**config.mk**
```make
export PLATFORM = sky130hd
export DESIGN_NAME = agc_gain_loop_control
export DESIGN_NICKNAME = d
export VERILOG_FILES = /design/src/logic/agc_pkg.sv /design/src/logic/agc_avg.sv /design/src/logic/agc_gain_loop_control.sv
export SDC_FILE = /design/constraint.sdc
export NUM_CORES = 1
export LEC_CHECK = 0
export BUFFER_PORTS_ARGS = -buffer_cell sky130_fd_sc_hd__buf_2
export CAP_MARGIN = 20
export CORE_UTILIZATION = 45
export DETAILED_ROUTE_END_ITERATION = 16
export PLACE_DENSITY = 0.63
export SYNTH_ARGS = -nofsm -noshare
export SYNTH_HDL_FRONTEND = slang
export SYNTH_HIERARCHICAL = 1
export SYNTH_SLANG_ARGS = --single-unit
```
**constraint.sdc**
```tcl
create_clock -name clk -period 4 [get_ports clk]
set_input_delay 0.8 -clock clk [delete_from_list [all_inputs] [get_ports clk]]
set_output_delay 0.8 -clock clk [all_outputs]
set_load 0.02 [all_outputs]
```
**src/logic/agc_pkg.sv**
```systemverilog
// Constants, types and tables of the gain loop control block.
// Assumes one 50 MHz clock and a byte-wide register port.
// Notes on behaviour
// - The 4-bit absolute threshold is a signed dB offset from the goal.
// - Threshold code 1000 turns absolute carrier sense off.
// - The threshold sits at goal plus code dB, from -7 to +7.
// - Bits 7:6 pick hysteresis and dead zone, medium after reset.
// - Hold code 00 lets the loop change gain whenever needed.
// - Hold code 01 freezes gain once a sync word is found.
// - Hold code 10 freezes analog gain, digital gain still moves.
// - Hold code 11 freezes both gains; software may set them.
// - Amplitude is averaged over 8/16/32/64 samples, 16 at reset.
// - The averaging code also sets the on-off keying decision margin.
// - Goal code picks 24..42 dB, 33 dB after reset.
package agc_pkg;

	localparam logic [15:0] GOAL_ADDR   = 16'hdf17;
	localparam logic [15:0] CS_ADDR     = 16'hdf18;
	localparam logic [15:0] LOOP_ADDR   = 16'hdf19;
	localparam logic [15:0] STATUS_ADDR = 16'hdf40;
	localparam logic [15:0] MANUAL_ADDR = 16'hdf41;
	localparam logic [15:0] AVG_ADDR    = 16'hdf42;

	localparam logic [7:0] LOOP_RST   = 8'h91;
	localparam logic [2:0] GOAL_RST   = 3'h3;
	localparam logic [3:0] CS_RST     = 4'h0;
	localparam logic [3:0] CS_OFF     = 4'h8;
	localparam logic [2:0] GAIN_MAX   = 3'h7;
	localparam logic [7:0] GAIN_STEP  = 8'h03;

	localparam int HYST_LSB   = 6;
	localparam int SETTLE_LSB = 4;
	localparam int HOLD_LSB   = 2;
	localparam int AVG_LSB    = 0;
	localparam int ANA_LSB    = 4;

	localparam logic [7:0] GOAL_DB [8] = '{8'h18, 8'h1b, 8'h1e, 8'h21,
		8'h24, 8'h26, 8'h28, 8'h2a};
	localparam logic [5:0] SETTLE_LEN [4] = '{6'h08, 6'h10, 6'h18, 6'h20};
	localparam logic [2:0] AVG_SHIFT [4] = '{3'h3, 3'h4, 3'h5, 3'h6};
	localparam logic [7:0] DZ_LOW [4] = '{8'h01, 8'h02, 8'h04, 8'h06};
	localparam logic [7:0] DZ_HIGH [4] = '{8'h01, 8'h01, 8'h02, 8'h02};
	localparam logic [7:0] HYST_DB [4] = '{8'h00, 8'h01, 8'h02, 8'h03};
	localparam logic [7:0] ASK_BOUND [4] = '{8'h06, 8'h05, 8'h04, 8'h03};

	typedef enum logic [1:0] {
		HOLD_NONE   = 2'b00,
		HOLD_SYNC   = 2'b01,
		HOLD_ANALOG = 2'b10,
		HOLD_ALL    = 2'b11
	} hold_t;

	typedef struct packed {
		logic [15:0] addr;
		logic [7:0]  wdata;
		logic        wr;
		logic        rd;
	} bus_req_t;

	typedef struct packed {
		logic       valid;
		logic [7:0] db;
	} sample_t;

	typedef struct packed {
		logic [2:0] analog;
		logic [2:0] digital;
	} gain_t;

endpackage

```
**src/logic/agc_avg.sv**
```systemverilog
// Amplitude averager over a power-of-two window of samples.
// Assumes samples come from logic on the same clock.
`timescale 1ns/1ps
module agc_avg #(
	parameter int DW = 8
) (
	input  wire logic          clk,
	input  wire logic          nrst,
	input  wire logic          start,
	input  wire logic [1:0]    len_code,
	input  wire logic          smp_valid,
	input  wire logic [DW-1:0] smp_db,
	output logic               done,
	output logic [DW-1:0]      avg_db
);
	localparam int SW = DW + 6;

	logic [SW-1:0] sum_q;
	logic [SW-1:0] sum_d;
	logic [6:0]    cnt_q;
	logic [2:0]    shift_q;
	logic          last;

	assign sum_d = sum_q + SW'(smp_db);
	assign last  = smp_valid && (cnt_q == 7'((7'h01 << shift_q) - 7'h01));

	// Window length latched here so a write never cuts a window short
	always_ff @(posedge clk or negedge nrst)
	begin
		if (!nrst)
			shift_q <= agc_pkg::AVG_SHIFT[1];
		else if (start)
			shift_q <= agc_pkg::AVG_SHIFT[len_code];
	end

	always_ff @(posedge clk or negedge nrst)
	begin
		if (!nrst)
		begin
			sum_q <= '0;
			cnt_q <= '0;
		end
		else if (start || last)
		begin
			sum_q <= '0;
			cnt_q <= '0;
		end
		else if (smp_valid)
		begin
			sum_q <= sum_d;
			cnt_q <= cnt_q + 7'h01;
		end
	end

	always_ff @(posedge clk or negedge nrst)
	begin
		if (!nrst)
		begin
			done   <= 1'b0;
			avg_db <= '0;
		end
		else
		begin
			done <= last && !start;
			if (last && !start)
				avg_db <= DW'(sum_d >> shift_q);
		end
	end

	logic [7:0] seen_q;
	always_ff @(posedge clk or negedge nrst)
	begin
		if (!nrst)
			seen_q <= '0;
		else if (start || done)
			seen_q <= '0;
		else if (smp_valid)
			seen_q <= seen_q + 8'h01;
	end
endmodule // agc_avg

```
**src/logic/agc_gain_loop_control.sv**
```systemverilog
// Receive gain loop: register file, settle wait, averaging, gain steps,
// carrier sense and on-off keying slicer.
// Assumes samples, sync and restart pulses come from the same clock.
//
// Local design decision: the address-and-strobe port.
`timescale 1ns/1ps
module agc_gain_loop_control (
	input  wire logic              clk,
	input  wire logic              nrst,
	input  wire agc_pkg::bus_req_t bus,
	output logic [7:0]             rd_data,
	input  wire agc_pkg::sample_t  sample,
	input  wire logic              sync_found,
	input  wire logic              rx_start,
	output agc_pkg::gain_t         gain,
	output logic                   carrier_sense,
	output logic                   ask_bit
);
	typedef enum logic [1:0] {
		ST_ACCUM  = 2'b00,
		ST_ADJUST = 2'b01,
		ST_SETTLE = 2'b10
	} state_t;

	state_t         state_q;
	logic [7:0]     loop_q;
	logic [2:0]     goal_q;
	logic [3:0]     thr_q;
	agc_pkg::gain_t manual_q;
	logic           sync_hold_q;
	logic           last_up_q;
	logic [5:0]     settle_cnt_q;
	logic [5:0]     settle_len_q;

	logic           acc_start;
	logic           avg_done;
	logic [7:0]     avg_db;
	agc_pkg::gain_t gain_d;
	logic           changed;
	logic           raise;
	logic           lower;
	logic           frz_ana;
	logic           frz_dig;
	logic           cs_en;
	logic           cs_hit;
	logic           settle_end;
	logic           manual_wr;

	agc_pkg::hold_t hold;
	logic [1:0]     hyst;
	logic [1:0]     avg_code;
	logic [7:0]     goal_db;

	assign hold     = agc_pkg::hold_t'(loop_q[agc_pkg::HOLD_LSB +: 2]);
	assign hyst     = loop_q[agc_pkg::HYST_LSB +: 2];
	assign avg_code = loop_q[agc_pkg::AVG_LSB +: 2];
	assign goal_db  = agc_pkg::GOAL_DB[goal_q];

	assign manual_wr = bus.wr && bus.addr == agc_pkg::MANUAL_ADDR;

	// Register writes
	always_ff @(posedge clk or negedge nrst)
	begin
		if (!nrst)
		begin
			loop_q   <= agc_pkg::LOOP_RST;
			goal_q   <= agc_pkg::GOAL_RST;
			thr_q    <= agc_pkg::CS_RST;
			manual_q <= '{agc_pkg::GAIN_MAX, agc_pkg::GAIN_MAX};
		end
		else if (bus.wr)
		begin
			unique case (bus.addr)
				agc_pkg::LOOP_ADDR: loop_q <= bus.wdata;
				agc_pkg::GOAL_ADDR: goal_q <= bus.wdata[2:0];
				agc_pkg::CS_ADDR: thr_q <= bus.wdata[3:0];
				agc_pkg::MANUAL_ADDR:
				begin
					manual_q.analog  <= bus.wdata[agc_pkg::ANA_LSB +: 3];
					manual_q.digital <= bus.wdata[2:0];
				end
				default: ;
			endcase
		end
	end

	// Register reads, one cycle later; unmapped reads as zero
	always_ff @(posedge clk or negedge nrst)
	begin
		if (!nrst)
			rd_data <= '0;
		else if (bus.rd)
		begin
			unique case (bus.addr)
				agc_pkg::LOOP_ADDR: rd_data <= loop_q;
				agc_pkg::GOAL_ADDR: rd_data <= {5'h00, goal_q};
				agc_pkg::CS_ADDR: rd_data <= {4'h0, thr_q};
				agc_pkg::MANUAL_ADDR:
					rd_data <= {1'b0, manual_q.analog, 1'b0, manual_q.digital};
				agc_pkg::STATUS_ADDR:
					rd_data <= {carrier_sense, gain.analog, sync_hold_q,
						gain.digital};
				agc_pkg::AVG_ADDR: rd_data <= avg_db;
				default: rd_data <= '0;
			endcase
		end
		else
			rd_data <= '0;
	end

	// Sync freeze flag; a sync in the restart cycle still wins
	always_ff @(posedge clk or negedge nrst)
	begin
		if (!nrst)
			sync_hold_q <= 1'b0;
		else if (sync_found)
			sync_hold_q <= 1'b1;
		else if (rx_start)
			sync_hold_q <= 1'b0;
	end

	always_comb
	begin
		frz_ana = 1'b0;
		frz_dig = 1'b0;
		unique case (hold)
			agc_pkg::HOLD_NONE: ;
			agc_pkg::HOLD_SYNC:
			begin
				frz_ana = sync_hold_q;
				frz_dig = sync_hold_q;
			end
			agc_pkg::HOLD_ANALOG: frz_ana = 1'b1;
			agc_pkg::HOLD_ALL:
			begin
				frz_ana = 1'b1;
				frz_dig = 1'b1;
			end
		endcase
	end

	// Dead zone widens by the hysteresis only against the last step
	logic [9:0] lo_edge;
	logic [9:0] hi_edge;
	assign lo_edge = {2'b00, avg_db} + {2'b00, agc_pkg::DZ_LOW[hyst]}
		+ (last_up_q ? 10'h000 : {2'b00, agc_pkg::HYST_DB[hyst]});
	assign hi_edge = {2'b00, goal_db} + {2'b00, agc_pkg::DZ_HIGH[hyst]}
		+ (last_up_q ? {2'b00, agc_pkg::HYST_DB[hyst]} : 10'h000);
	assign raise = lo_edge < {2'b00, goal_db};
	assign lower = {2'b00, avg_db} > hi_edge;

	always_comb
	begin
		gain_d = gain;
		if (raise)
		begin
			if (!frz_ana && gain.analog != agc_pkg::GAIN_MAX)
				gain_d.analog = gain.analog + 3'h1;
			else if (!frz_dig && gain.digital != agc_pkg::GAIN_MAX)
				gain_d.digital = gain.digital + 3'h1;
		end
		else if (lower)
		begin
			if (!frz_ana && gain.analog != 3'h0)
				gain_d.analog = gain.analog - 3'h1;
			else if (!frz_dig && gain.digital != 3'h0)
				gain_d.digital = gain.digital - 3'h1;
		end
	end

	assign changed = gain_d != gain;

	// Gain registers; manual load only while fully held
	always_ff @(posedge clk or negedge nrst)
	begin
		if (!nrst)
		begin
			gain      <= '{agc_pkg::GAIN_MAX, agc_pkg::GAIN_MAX};
			last_up_q <= 1'b1;
		end
		else if (manual_wr && hold == agc_pkg::HOLD_ALL)
			gain <= '{bus.wdata[agc_pkg::ANA_LSB +: 3], bus.wdata[2:0]};
		else if (state_q == ST_ADJUST && changed)
		begin
			gain      <= gain_d;
			last_up_q <= raise;
		end
	end

	// Carrier sense: add back what the loop has taken off
	logic [3:0]         red_steps;
	logic signed [10:0] eq_amp;
	logic signed [10:0] thr_db;
	assign red_steps = {1'b0, agc_pkg::GAIN_MAX - gain.analog}
		+ {1'b0, agc_pkg::GAIN_MAX - gain.digital};
	assign eq_amp = 11'({3'b000, avg_db})
		+ 11'({7'h00, red_steps} * {3'b000, agc_pkg::GAIN_STEP});
	assign thr_db = 11'({3'b000, goal_db})
		+ 11'(signed'({{7{thr_q[3]}}, thr_q}));
	assign cs_en  = thr_q != agc_pkg::CS_OFF;
	assign cs_hit = cs_en && eq_amp >= thr_db;

	always_ff @(posedge clk or negedge nrst)
	begin
		if (!nrst)
			carrier_sense <= 1'b0;
		else if (!cs_en)
			carrier_sense <= 1'b0;
		else if (state_q == ST_ADJUST)
			carrier_sense <= cs_hit;
	end

	// Slicer margin shrinks as the average gets longer and steadier
	always_ff @(posedge clk or negedge nrst)
	begin
		if (!nrst)
			ask_bit <= 1'b0;
		else if (sample.valid)
			ask_bit <= {1'b0, sample.db} + {1'b0, agc_pkg::ASK_BOUND[avg_code]}
				>= {1'b0, avg_db};
	end

	// Settle wait counts samples; length latched on entry
	assign settle_end = state_q == ST_SETTLE && sample.valid
		&& settle_cnt_q == settle_len_q - 6'h01;

	always_ff @(posedge clk or negedge nrst)
	begin
		if (!nrst)
		begin
			settle_cnt_q <= '0;
			settle_len_q <= agc_pkg::SETTLE_LEN[1];
		end
		else if (state_q == ST_ADJUST)
		begin
			settle_cnt_q <= '0;
			settle_len_q <=
				agc_pkg::SETTLE_LEN[loop_q[agc_pkg::SETTLE_LSB +: 2]];
		end
		else if (state_q == ST_SETTLE && sample.valid)
			settle_cnt_q <= settle_cnt_q + 6'h01;
	end

	assign acc_start = (state_q == ST_ADJUST && !changed) || settle_end;

	always_ff @(posedge clk or negedge nrst)
	begin
		if (!nrst)
			state_q <= ST_ACCUM;
		else
		begin
			unique case (state_q)
				ST_ACCUM:
					if (avg_done)
						state_q <= ST_ADJUST;
				ST_ADJUST:
					state_q <= changed ? ST_SETTLE : ST_ACCUM;
				ST_SETTLE:
					if (settle_end)
						state_q <= ST_ACCUM;
				default:
					state_q <= ST_ACCUM;
			endcase
		end
	end

	agc_avg #(
		.DW (8)
	) u_avg (
		.clk       (clk),
		.nrst      (nrst),
		.start     (acc_start),
		.len_code  (avg_code),
		.smp_valid (sample.valid && state_q == ST_ACCUM),
		.smp_db    (sample.db),
		.done      (avg_done),
		.avg_db    (avg_db)
	);
endmodule // agc_gain_loop_control

```
# [After elaboration in Yosys (flattened, before gate mapping)]
# Memory sizes are Yosys's and may differ from the RTL's.
# Cells that the tools add are included.
[totals] output_inout_bits=16 romBits=64 wordCells=160 ff_bits=86 memories=1 latchBits=0 mem_bits_rw=0
[mem_list] name="(no name shown)" depth=8 word_bits=8 read_ports=1 rd_clocked_by_memory_dff=0 wr=0 line_no="agc_gain_loop_control.sv:57" text="assign goal_db = agc_pkg::GOAL_DB[goal_q];"
[classes] muxes=50 add_sub_neg=19 n_lt_le_gt_ge=8 n_reduce_logical=34 n_eq_ne=20 n_div=0 n_shift=2 bitwise=5 multipliers=1
[ops] operator="$mux W8" count=13
[ops] operator="$eq A16 B16 Y1 const B" count=6
[ops] operator="$bmux W8 S2" count=4
[ops] operator="$mux W6" count=8
[ops] operator="$pmux W8 S6" count=1
[ops] operator="$mux W14" count=2
[ops] operator="$add A8 B8 Y9" count=3
[ops] operator="$mux W3" count=8
[ops] operator="$add A9 B8 Y10" count=2
[ops] operator="$add A14 B8 Y14" count=1
[ops] operator="$logic_and A1 B1 Y1" count=14
[ops] operator="$mux W7" count=2
[ops] operator="$shr A14 B3 Y8" count=1
[ops] operator="$bmux W6 S2" count=1
[ops] operator="$reduce_and A2 Y1" count=6
[ops] operator="$add A9 B4 Y10" count=1
[ops] operator="$ge A10 B10 Y1" count=1
[ops] operator="$gt A8 B10 Y1" count=1
[ops] operator="$lt A10 B8 Y1" count=1
[ops] operator="$add A8 B6 Y9" count=1
[ops] operator="$ge A3 B3 Y1 const B" count=3
[ops] operator="$ge A9 B8 Y1" count=1
[ops] operator="$not A2 Y3" count=3
[ops] operator="$reduce_bool A2 Y1" count=4
[ops] operator="other kinds (32)" count=51

# [Longest topological paths before layout]
# Gate-level depths: netlist (run 1).
[depth] word_depth=15 mapped_depth=22

# [Modules after synthesis]
# The synthesis (run 1) kept the hierarchy.
[by_module_without_submodules] mod="agc_gain_loop_control" area_each_um2=4783.3 instances=1 cells_each=507
[by_module_without_submodules] mod="agc_avg" area_each_um2=2656.3 instances=1 cells_each=289

# [Worst setup path before layout (run 1)]
# OpenSTA, ideal clock, no wires.
[synth_path] path_type="register -> register" startpoint="reg goal_q[0]" endpoint="reg u_avg.cnt_q[4]" arrival_ps=4306 t_required_ps=3868 setup_time_ps=132 stages_incl_launch_ff=22 period_less_slack_ps=4438 setup_slack_ps=-438 cell_sequence="dfstp_2 > inv_1 > ha_1 > mux2i_1 > inv_1 > fa_1 > inv_1 > ha_1 > inv_1 > fa_1 > and2_1 > ha_1 > a211oi_1 > nand2_1 > a2111oi_0 > a211o_1 > buf_2 > o22ai_1 > o21ai_0 > nand2b_1 > clkbuf_1 > nor2_1"
[synth_between] elab_chain_cells=15 elab_cells_between_ends=17 cone_classes="2 x add/sub; 2 x order compare; 1 x eq/ne; 5 x mux; 1 x bitwise; 5 x reduce/logical; 1 x memory"
[synth_rtl] element="from (decl)" line_no="agc_gain_loop_control.sv:27" text="logic [2:0] goal_q;"
[synth_rtl] element="from (signal assigned)" line_no="agc_gain_loop_control.sv:67" text="goal_q <= agc_pkg::GOAL_RST;"
[synth_rtl] element="from (signal assigned)" line_no="agc_gain_loop_control.sv:75" text="agc_pkg::GOAL_ADDR: goal_q <= bus.wdata[2:0];"
[synth_rtl] element="$not A3 Y4 (implied by the code) (*)" line_no="agc_gain_loop_control.sv:57"
[synth_rtl] element="$mem_v2 Z8 W8 (*)"
[synth_rtl] element="$mux W8 (implied by the code) (*) (2 in series)" line_no="agc_gain_loop_control.sv:57"
[synth_rtl] element="$add A8 B8 Y9" line_no="agc_gain_loop_control.sv:147" text="assign hi_edge = {2'b00, goal_db} + {2'b00, agc_pkg::DZ_HIGH[hyst]}"
[synth_rtl] element="$add A9 B8 Y10" line_no="agc_gain_loop_control.sv:148" text="+ (last_up_q ? {2'b00, agc_pkg::HYST_DB[hyst]} : 10'h000);"
[synth_rtl] element="$gt A8 B10 Y1" line_no="agc_gain_loop_control.sv:150" text="assign lower = {2'b00, avg_db} > hi_edge;"
[synth_rtl] element="$mux W6" line_no="agc_gain_loop_control.sv:162" text="else if (lower)"
[synth_rtl] element="$mux W6 (*)" line_no="agc_gain_loop_control.sv:155" text="if (raise)"
[synth_rtl] element="$ne A6 B6 Y1 (*)" line_no="agc_gain_loop_control.sv:171" text="assign changed = gain_d != gain;"
[synth_rtl] element="$logic_not A1 Y1 (*)" line_no="agc_gain_loop_control.sv:244" text="assign acc_start = (state_q == ST_ADJUST && !changed) || settle_end;"
[synth_rtl] element="$logic_and A1 B1 Y1 (*)" line_no="agc_gain_loop_control.sv:244"
[synth_rtl] element="$logic_or A1 B1 Y1 (*)" line_no="agc_gain_loop_control.sv:244"
[synth_rtl] element="net acc_start" line_no="agc_gain_loop_control.sv:35" text="logic acc_start;"
[synth_rtl] element="$logic_or A1 B1 Y1 (*)" line_no="agc_avg.sv:43" text="else if (start || last)"
[synth_rtl] element="$mux W7 or $reduce_bool A2 Y1 (tied branches)"
[synth_rtl] element="to (signal assigned)" line_no="agc_avg.sv:51" text="cnt_q <= cnt_q + 7'h01;"
[synth_rtl] element="to (decl)" line_no="agc_avg.sv:20" text="logic [6:0] cnt_q;"
# The timed path passes the listed nets; every way through them passes the cells marked *. The select of a mux whose other input is x is not followed.
# A chain may end at the register's enable or synchronous reset.

# [Worst setup path in the final report (run 1)]
[layout_path] startpoint="reg goal_q[0]" endpoint="reg u_avg.sum_q[12]"
[layout_between] elab_chain_cells=15 elab_cells_between_ends=17 cone_classes="2 x add/sub; 2 x order compare; 1 x eq/ne; 5 x mux; 1 x bitwise; 5 x reduce/logical; 1 x memory"
[layout_rtl] element="$not A3 Y4 (implied by the code) (*)" line_no="agc_gain_loop_control.sv:57"
[layout_rtl] element="$mem_v2 Z8 W8 (*)"
[layout_rtl] element="$mux W8 (implied by the code) (*) (2 in series)" line_no="agc_gain_loop_control.sv:57"
[layout_rtl] element="$add A8 B8 Y9" line_no="agc_gain_loop_control.sv:147"
[layout_rtl] element="$add A9 B8 Y10" line_no="agc_gain_loop_control.sv:148"
[layout_rtl] element="$gt A8 B10 Y1" line_no="agc_gain_loop_control.sv:150"
[layout_rtl] element="$mux W6" line_no="agc_gain_loop_control.sv:162"
[layout_rtl] element="$mux W6 (*)" line_no="agc_gain_loop_control.sv:155"
[layout_rtl] element="$ne A6 B6 Y1 (*)" line_no="agc_gain_loop_control.sv:171"
[layout_rtl] element="$logic_not A1 Y1 (*)" line_no="agc_gain_loop_control.sv:244"
[layout_rtl] element="$logic_and A1 B1 Y1 (*)" line_no="agc_gain_loop_control.sv:244"
[layout_rtl] element="$logic_or A1 B1 Y1 (*)" line_no="agc_gain_loop_control.sv:244"
[layout_rtl] element="net acc_start" line_no="agc_gain_loop_control.sv:35"
[layout_rtl] element="$logic_or A1 B1 Y1 (*)" line_no="agc_avg.sv:43"
[layout_rtl] element="$mux W14 or $reduce_bool A2 Y1 (tied branches)"
[layout_rtl] element="to (signal assigned)" line_no="agc_avg.sv:50" text="sum_q <= sum_d;"
[layout_rtl] element="to (decl)" line_no="agc_avg.sv:18" text="logic [SW-1:0] sum_q;"
# Marks and branches as above.

==> results of run 1 <==
## repair_timing
action / 4_1_cts / 5_1_grt
pin swaps: 17 / 28
cloned: 2 / 1
buffers inserted: 2 / 3
hold buffers: 0 / 0
endpoints found under the setup margin: 40 / 42
gates resized for setup: 19 / 57
## routing by layer
metal,GRT usage,up-vias,wire [um]
li1,-,3064,-
met1,0.317,3018,8830
met2,0.380,142,9030
met3,0.0285,25,640
met4,0.0696,0,333
met5,0,-,0
## flip-flops by register name, summed over array words and instances (netlist names)
signal,cells
u_avg/sum_q,14
loop_q,8
rd_data,8
u_avg/avg_db,8
u_avg/cnt_q,7
gain,6
manual_q,6
settle_cnt_q,6
thr_q,4
goal_q,3
settle_len_q,3
u_avg/shift_q,3
state_q,2
ask_bit,1
carrier_sense,1
last_up_q,1
sync_hold_q,1
u_avg/done,1
## power by group through the flow
stage	combinational, mW	clock [mW]	sequential (mW)
after global routing	0.476	0.895	0.933
after CTS	0.402	0.864	0.925
after floorplan	0.277	0	0.931
final	0.419	0.851	0.926
after global placement	0.389	0	0.939
after detailed placement	0.395	0	0.940
## cell usage in the layout, fill, tap and decap left out, types with 14 or more instances in the layout
master and count:
ha_1 78, inv_1 62, buf_4 49, dfrtp_1 63
nand2_1 61, xnor2_1 32, xor2_1 18, mux2i_1 17
o21ai_0 35, a21oi_1 27, a21o_1 16, nor2_1 47
nand3_1 14, mux2_2 23, dfstp_2 20, buf_2 53
nor2_4 14
## logic make-up after synthesis
group / share of synthesized area
and+or+nand+nor: 0.169
muxes: 0.0817
AOI/OAI and AO/OA: 0.168
DFF: 0.283
xor gates and xnor gates: 0.0600
other: 0.000504
adders and majority gates: 0.182
buffers and inverters: 0.0567
## cell type report
type	instances	area, um^2
clock buffer	9	225
clock inverter	7	65.1
fill	1472	7080
inverter	68	255
multi-input combinational	624	5230
sequential	83	2100
tap	216	270
timing repair buffer	110	769
## per-stage QoR
step                      total power, mW  setup WS, ns
after floorplan                      1.21       -0.0423
after global placement               1.33       -0.0854
after detailed placement             1.33        -0.156
after CTS                            2.19        -0.144
after global routing                 2.30        -0.223
final                                2.20       -0.0478
## worst register-to-register path, cell delays in order (launching register included)
cell      delay (ns)
dfstp_2         0.54
inv_2           0.05
ha_4            0.21
mux2i_4         0.16
inv_2           0.07
fa_1            0.45
inv_2           0.08
ha_4            0.13
inv_2           0.03
fa_2            0.36
and2_4          0.16
ha_4            0.26
nand4_1         0.10
mux2i_1         0.15
a211o_1         0.29
o22ai_1         0.11
o21ai_1         0.09
buf_4           0.19
nand2b_4        0.20
buf_12          0.18
a211oi_2        0.16
## worst max-delay path by stage
stage | endpoint | depth (start not counted) | slack [ns]
after global routing | u_avg/sum_q[12] | 19 | -0.22
after CTS | gain[0] | 17 | -0.14
after global placement | gain[0] | 17 | -0.09
after floorplan | u_avg/avg_db[4] | 21 | -0.04
final | u_avg/sum_q[12] | 20 | -0.05
after detailed placement | gain[0] | 17 | -0.16
==> results.md, run 1 <==
* Die width at 131 um
* Post-synth EDFFs at 0
* Via density at 5.59
* Die ar. at 17,100 um^2
* Setup crit start: goal_q[0]
* IO buf count at 54
* Endpoints failing setup at 9
* Setup CP Type: flip-flop to flip-flop
* Final HPWL DP at 14,000 um
* Cell with the most instances after synthesis: ha_1
* Mapped Area at 7440 um^2
* Drt total wl at 18,800 um
* Post-layout util at 0.557
* Vias at 6,249
* Core region area at 16,000 um^2
* Internal at 1.51 mW
* Worst vdd ir at 0.000195 V
* PwrDens at 246 nW/um^2
* Final non-filler cell area at 8920 um^2
* Antenna violations before repair at 0
* Comb power frac at 0.191
* NetSw at 0.683 mW
* Hold Slack at 0.407 ns
* Global-route wire length before repair at 30,300 um
* Post-synth top flop: dfrtp_1
* Drt initial violations at 288
* Largest delay share family, worst path: adder cells
* Number of global-route vias before repair at 5,840
* Commonest cells post-synth: ha_1, nor2_1, inv_1
* Slew headroom at 0.444
* Worst-Skew Late Latency at 0.35 ns
* GRT overflow at 0
* Reg2reg setup slack at -0.05 ns
* H-tree depth at 3
* Synthesis-stage register bit count at 83
* Worst path bufs/invs at 6
* P_leak at 3.97 nW
* Syn Area/Cell at 9.35 um^2
* N_diodes at 0
* CTS tree: built
* Fin crit period at 4.05 ns
* Reg power frac at 0.422
* Leading area contributor after synthesis: dfrtp_1
* Cell variety after synth at 94
* Largest cells by area after synthesis: dfrtp_1, ha_1, dfstp_2
* Cell mode on critical path: inv_2
* Gate Count Post-Synth at 796
* Clock Path Buffers at 2
* Post-synth ARST share at 1.00
* Synthesized net count at 935
* Synth-to-layout area growth at 19.9%
* Critical path arrival at 4.31 ns
* # clock sinks at 83
* Clock power frac at 0.388
* Setup_tns at -0.0755 ns
* Final Non-Filler Cells at 1,117
* Setup crit end kind: flip-flop
* Endpoint of the worst register-to-register path: u_avg/sum_q[12]
* Slowest-stage cell, CP: dfstp_2
* Largest net degree at the start of global routing at 79
* Placed cell count at 1,092
* Sw Ratio at 0.311
* RSZ-0062 raised after global routing: true
* Nets@finish at 1,035
* Worst-Margin Slew at 0.823 ns
* Share of layout cells above drive strength 1 at 0.287
* Fmax at 247 MHz
* Startpoint class of the critical path: flip-flop
* Placer Congestion at 0.885
* Failing checks: setup timing
* Final WS setup at -0.0478 ns
* WL per Instance at 16.9 um
* Worst R2R Start: goal_q[0]
* Number of max-cap violations at 0
* Cts bufs inserted at 9
* Worst reg2reg path depth at 20
* HP Class: input pin to async pin
* Clock Skew at 0.00849 ns
* Clock slew at reported path FFs at 0.07 ns
* Final period utilization at 1.01
* Max stage delay on crit path at 0.54 ns
* Starting Density at 0.465
* Count of pins over their slew limit at 0
* Synth warnings at 6
* IO Count at 55
* Crit path max fanout at 6
* Gr usage total at 0.231
* Placed Area at 8230 um^2
* Register area share after synthesis at 0.283
* Yosys top cell area share at 0.212
* Drt pass-1 iters at 5
* Die Y at 131 um
* DRC at 0
* Worst EP required at 4.27 ns
* Root buf cell: clkbuf_16
* Row count at 46
* CP Cell Sequence: inv_2 > ha_4 > mux2i_4 > inv_2 > fa_1 > inv_2 > ha_4 > inv_2 > fa_2 > and2_4 > ha_4 > nand4_1 > mux2i_1 > a211o_1 > o22ai_1 > o21ai_1 > buf_4 > nand2b_4 > buf_12 > a211oi_2
* Final ANT Viol Nets at 0
* Status: complete, but fails checks
* Hold Fails Final Rpt at 0
Note: power is estimated with default switching activity, not from simulation.
==> inputs of run 2 (changes only) <==
- REMOVE_ABC_BUFFERS: unset -> 1
==> results.md, run 2 (synthesis gave the netlist of run 1 again) <==
* Root buf cell: clkbuf_16
* Drt total wl at 19,300 um (+2.7%)
* Clock slew at reported path FFs at 0.07 ns (about the same)
* Hold Slack at 0.330 ns (-0.0776 ns)
* Share of layout cells above drive strength 1 at 0.286 (-0.00174)
* N_diodes at 0 (unchanged)
* Cell mode on critical path: inv_2
* Largest net degree at the start of global routing at 37 (-53%)
* Global-route wire length before repair at 30,800 um (+1.5%)
* Antenna violations before repair at 0 (unchanged)
* Nets@finish at 1,037 (+0.19%)
* Endpoints failing setup at 39 (+30)
* Placer Congestion at 0.851 (-3.8%)
* Critical path arrival at 4.45 ns (+0.14 ns)
* Count of pins over their slew limit at 0 (unchanged)
* RSZ-0062 raised after global routing: true
* Row count at 46 (unchanged)
* HP Class: input pin to async pin
* Internal at 1.56 mW (+3.2%)
* Setup_tns at -5.35 ns (-5.28 ns)
* Clock Path Buffers at 2 (unchanged)
* P_leak at 3.99 nW (+0.52%)
* Worst-Margin Slew at 0.729 ns (-0.0938 ns)
* Setup WS pre-CTS at -0.476 ns (-0.320 ns)
* Number of max-cap violations at 0 (unchanged)
* Status: complete, but fails checks
* WL per Instance at 17.3 um (+2.5%)
* Core region area at 16,000 um^2 (unchanged)
* Largest delay share family, worst path: adder cells
* Die width at 131 um (unchanged)
* Number of global-route vias before repair at 5,982 (+2.4%)
* Clock power frac at 0.394 (+0.006)
* Biggest register: u_avg/sum_q
* Crit path max fanout at 6 (unchanged)
* Worst-Skew Late Latency at 0.36 ns (about the same)
* IO Count at 55 (unchanged)
* Commonest cells after routing, fill and taps aside: ha_1, inv_1, dfrtp_1
* Setup crit end kind: flip-flop
* Commonest non-fill, non-tap cell in the layout: ha_1
* Reg power frac at 0.418 (-0.004)
* Drt pass-1 iters at 8 (+3)
* Fmax at 240 MHz (-3.0%)
* Cts bufs inserted at 9 (unchanged)
* Startpoint class of the critical path: flip-flop
* Max stage delay on crit path at 0.54 ns (about the same)
* Synth-to-layout area growth at 19.4%
* Worst path bufs/invs at 6 (unchanged)
* Slew headroom at 0.509 (+0.0646)
* NetSw at 0.657 mW (-3.8%)
* Setup CP Type: flip-flop to flip-flop
* Final period utilization at 1.04 (+0.0315)
* Slowest-stage cell, CP: dfstp_2
* Starting Density at 0.465 (unchanged)
* Clock Skew at 0.00797 ns (-0.000525 ns)
* PwrDens at 250 nW/um^2 (+1.4%)
* Die ar. at 17,100 um^2 (unchanged)
* CTS tree: built
* Sw Ratio at 0.296 (-0.0149)
* Gr usage total at 0.238 (+0.00713)
* Hold Fails Final Rpt at 0 (unchanged)
* Worst vdd ir at 0.000212 V (+8.6%)
* Largest register FFs at 14 (unchanged)
* Final HPWL DP at 14,500 um (+3.1%)
* Die Y at 131 um (unchanged)
* # clock sinks at 83 (unchanged)
* GRT overflow at 0 (unchanged)
* Via density at 5.51 (-1.5%)
* Vias at 6,168 (-1.3%)
* H-tree depth at 3 (unchanged)
* Failing checks: setup timing
* Tot Pwr at 2.22 mW (+1.0%)
* CP Cell Sequence: inv_2 > ha_4 > mux2i_4 > inv_2 > fa_1 > inv_1 > ha_2 > inv_2 > fa_2 > and2_4 > ha_4 > nand4_1 > mux2i_1 > a211o_1 > o22ai_2 > o21ai_1 > buf_4 > nand2b_4 > buf_8 > a211oi_2
* Final ANT Viol Nets at 0 (unchanged)
* DRC at 0 (unchanged)
* IO buf count at 54 (unchanged)
* Worst EP required at 4.27 ns (about the same)
* Fin crit period at 4.17 ns (+0.126 ns)
* Comb power frac at 0.188 (-0.003)
* Final WS setup at -0.174 ns (-0.126 ns)
* Drt initial violations at 375 (+30%)
[run 2: cell types whose count changed in the layout (fill, tap and decap cells not counted), sizes merged]
cell | previous run | this run
o41a | 2 | 1
clkinv | 2 | 5
buf | 109 | 113
bufinv | 0 | 1
clkbuf | 10 | 9
inv | 72 | 68
[run 2: path summary, 6_finish.rpt]
check	start	end	slack, ns	depth (start not counted)
min in group clk	settle_cnt_q[2]	settle_cnt_q[2]	0.51	1
setup reg to reg	goal_q[0]	u_avg/sum_q[12]	-0.17	20
setup / recovery	goal_q[0]	u_avg/sum_q[12]	-0.17	20
max in group asynchronous	nrst	gain[2]	2.86	2
hold reg to reg	settle_cnt_q[2]	settle_cnt_q[2]	0.51	1
hold / removal	nrst	state_q[0]	0.33	1
[run 2: cell type report]
cell class                      instances  area, um^2
Inverter                               68         255
Sequential cell                        83        2100
Multi-Input combinational cell        623        5180
Clock inverter                          7        77.6
Clock buffer                            9         225
Fill cell                            1479        7110
Timing Repair Buffer                  113         772
Tap cell                              216         270
[run 2: per-stage QoR]
| step | cell area [um^2] | util | instances |
|---|---|---|---|
| 2_1_floorplan | 7270 | - | 774 |
| 3_3_place_gp | 8190 | 0.512 | 1093 |
| 3_5_place_dp | 8190 | 0.512 | 1093 |
| 4_1_cts | 8750 | 0.547 | 1117 |
| 5_1_grt | 8890 | 0.555 | 1119 |
| 6_report | 8890 | 0.555 | 1119 |
[run 2: power groups by stage]
stage                     clock network (mW)  registers (mW)  logic, mW
after floorplan                            0           0.933      0.265
after global routing                   0.919           0.932      0.468
after detailed placement                   0           0.941      0.396
after global placement                     0           0.941      0.387
after CTS                              0.891           0.927      0.407
final                                  0.873           0.927      0.418
[run 2: per-layer routing]
metal,vias to the layer above,GRT usage,share of wire
met5,-,0,0
met4,0,0.0899,0.018
met3,23,0.0273,0.033
met2,132,0.399,0.47
met1,2954,0.315,0.48
li1,3059,-,-
[run 2: timing repair]
item | 4_1_cts | 5_1_grt
setup buffers | 8 | 3
pin swaps | 23 | 10
endpoints found under the setup margin | 42 | 42
resized for setup | 44 | 41
cloned | 2 | 1
hold buffers | 0 | 0
[run 2: worst register-to-register path: cells and delay by family, from the launching register on]
kind                     cells  cell delay (ns)
AO/OA/AOI/OAI                4             0.64
adder cells (fa/ha/maj)      5             1.51
buffers and inverters        6             0.58
flip-flops                   1             0.54
multiplexers                 2             0.32
AND/OR/NAND/NOR              3             0.49
==> inputs of run 3 (changes only) <==
- SKIP_LAST_GASP: unset -> 1
==> results.md, run 3 (synthesis gave the netlist of run 1 again) <==
* Critical path arrival at 4.45 ns (about the same)
* Starting Density at 0.465 (unchanged)
* Die width at 131 um (unchanged)
* Clock slew at reported path FFs at 0.07 ns (about the same)
* Clock Skew at 0.00797 ns (+0.0000000300 ns)
* P_leak at 3.99 nW (about the same)
* Largest register FFs at 14 (unchanged)
* Vias at 6,173 (+0.081%)
* CP Cell Sequence: inv_2 > ha_4 > mux2i_4 > inv_2 > fa_1 > inv_1 > ha_2 > inv_2 > fa_2 > and2_4 > ha_4 > nand4_1 > mux2i_1 > a211o_1 > o22ai_2 > o21ai_1 > buf_4 > nand2b_4 > buf_8 > a211oi_2
* Final ANT Viol Nets at 0 (unchanged)
* Largest net degree at the start of global routing at 37 (unchanged)
* Via density at 5.52 (about the same)
* Synth-to-layout area growth at 19.4% (about the same)
* H-tree depth at 3 (unchanged)
* Core region area at 16,000 um^2 (unchanged)
* Tot Pwr at 2.22 mW (about the same)
* Final period utilization at 1.04 (about the same)
* RSZ-0062 raised after global routing: true
* Number of global-route vias before repair at 5,982 (unchanged)
* Die ar. at 17,100 um^2 (unchanged)
* # clock sinks at 83 (unchanged)
* Placer Congestion at 0.851 (unchanged)
* Gr usage total at 0.238 (unchanged)
* Cell mode on critical path: inv_2
* DRC at 0 (unchanged)
* Max stage delay on crit path at 0.54 ns (about the same)
* Slew headroom at 0.509 (unchanged)
* Final WS setup at -0.173 ns (+0.000168 ns)
* Endpoints failing setup at 39 (unchanged)
* Worst reg2reg path depth at 20 (unchanged)
* WL per Instance at 17.3 um (about the same)
* Worst EP required at 4.27 ns (about the same)
* HP Class: input pin to async pin
* Startpoint class of the critical path: flip-flop
* Drt pass-1 iters at 7 (-1)
* Cts bufs inserted at 9 (unchanged)
* Hold Fails Final Rpt at 0 (unchanged)
* Number of max-cap violations at 0 (unchanged)
* Fin crit period at 4.17 ns (-0.000168 ns)
* Final HPWL DP at 14,500 um (unchanged)
* Setup crit start: goal_q[0]
* Die Y at 131 um (unchanged)
* Root buf cell: clkbuf_16
* Commonest non-fill, non-tap cell in the layout: ha_1
* Post-layout util at 0.555 (about the same)
* Worst-Skew Late Latency at 0.36 ns (about the same)
* CTS tree: built
* Cts hold-fix bufs at 0 (unchanged)
* Global-route wire length before repair at 30,800 um (unchanged)
* Endpoint of the worst register-to-register path: u_avg/sum_q[12]
* Status: complete, but fails checks
* GRT overflow at 0 (unchanged)
* Failing checks: setup timing
* Slowest-stage cell, CP: dfstp_2
* IO buf count at 54 (unchanged)
* Drt total wl at 19,300 um (about the same)
* Fmax at 240 MHz (about the same)
* Antenna violations before repair at 0 (unchanged)
* Nets@finish at 1,037 (unchanged)
* Setup WS pre-CTS at -0.476 ns (unchanged)
* Worst vdd ir at 0.000212 V (about the same)
* Fill cell count at 1,480 (+0.068%)
* Critical Path End: u_avg/sum_q[12]
* Share of layout cells above drive strength 1 at 0.285 (-0.00111)
* Row count at 46 (unchanged)
* Largest delay share family, worst path: adder cells
* Crit path max fanout at 6 (unchanged)
* Count of pins over their slew limit at 0 (unchanged)
* Commonest cells after routing, fill and taps aside: ha_1, inv_1, dfrtp_1
* Setup CP Type: flip-flop to flip-flop
* Worst R2R Start: goal_q[0]
* Reg2reg setup slack at -0.17 ns (about the same)
* Drt initial violations at 375 (unchanged)
* Biggest register: u_avg/sum_q
* CP Depth at 20 (unchanged)
* Worst path bufs/invs at 6 (unchanged)
* Placed Area at 8190 um^2 (unchanged)
* IO Count at 55 (unchanged)
* PwrDens at 250 nW/um^2 (about the same)
* N_diodes at 0 (unchanged)
* Clock Path Buffers at 2 (unchanged)
* Setup crit end kind: flip-flop
* Worst-Margin Slew at 0.729 ns (unchanged)
* Final non-filler cell area at 8880 um^2 (about the same)
[run 3: cell types whose count changed in the layout (fill, tap and decap cells not counted)]
cell,previous run,this run
o21ai_2,1,0
o21ai_1,9,8
o21ai_0,33,35
[run 3: timing repair]
action,CTS,global route
cloned,2,1
setup buffers,8,3
resized for setup,44,38
pin swaps,23,10
setup endpoints to repair,42,42
[run 3: power by group]
group	leakage, nW	switching, mW	total, mW	internal, mW
Combinational	2.79	0.225	0.418	0.192
Sequential	1.05	0.0468	0.927	0.880
Clock	0.146	0.384	0.873	0.489
Total	3.99	0.657	2.22	1.56
[run 3: worst min-delay path by stage]
stage / slack, ns / endpoint / start
4_1_cts: 0.33 / settle_cnt_q[4] / nrst
2_1_floorplan: 0.45 / settle_cnt_q[2] / settle_cnt_q[2]
5_1_grt: 0.34 / settle_cnt_q[4] / nrst
3_5_place_dp: 0.49 / settle_cnt_q[2] / settle_cnt_q[2]
6_report: 0.33 / state_q[0] / nrst
3_3_place_gp: 0.49 / settle_cnt_q[2] / settle_cnt_q[2]
[run 3: per-stage QoR]
stage / TNS [ns] / hold slack (ns) / cells
after floorplan: -29.09 / 0.454 / 774
after global placement: -11.67 / 0.487 / 1093
after detailed placement: -16.35 / 0.489 / 1093
after CTS: -4.70 / 0.328 / 1117
after global routing: -13.23 / 0.342 / 1119
final: -5.38 / 0.330 / 1119
[run 3: area by class of cell]
type | instances | area, um^2 | area share
multi-input cells | 623 | 5180 | 0.583
well taps | 216 | 270 | 0.0304
clock buffers | 9 | 225 | 0.0254
clock inverters | 7 | 77.6 | 0.00873
inverters | 68 | 255 | 0.0287
repair buffers | 113 | 772 | 0.0869
flip-flops and latches | 83 | 2100 | 0.237
[run 3: layer usage]
metal / track usage / wire (um) / up-vias
li1: - / - / 3059
met1: 0.315 / 9190 / 2958
met2: 0.399 / 9160 / 133
met3: 0.0273 / 643 / 23
met4: 0.0899 / 349 / 0
met5: 0 / 0 / -
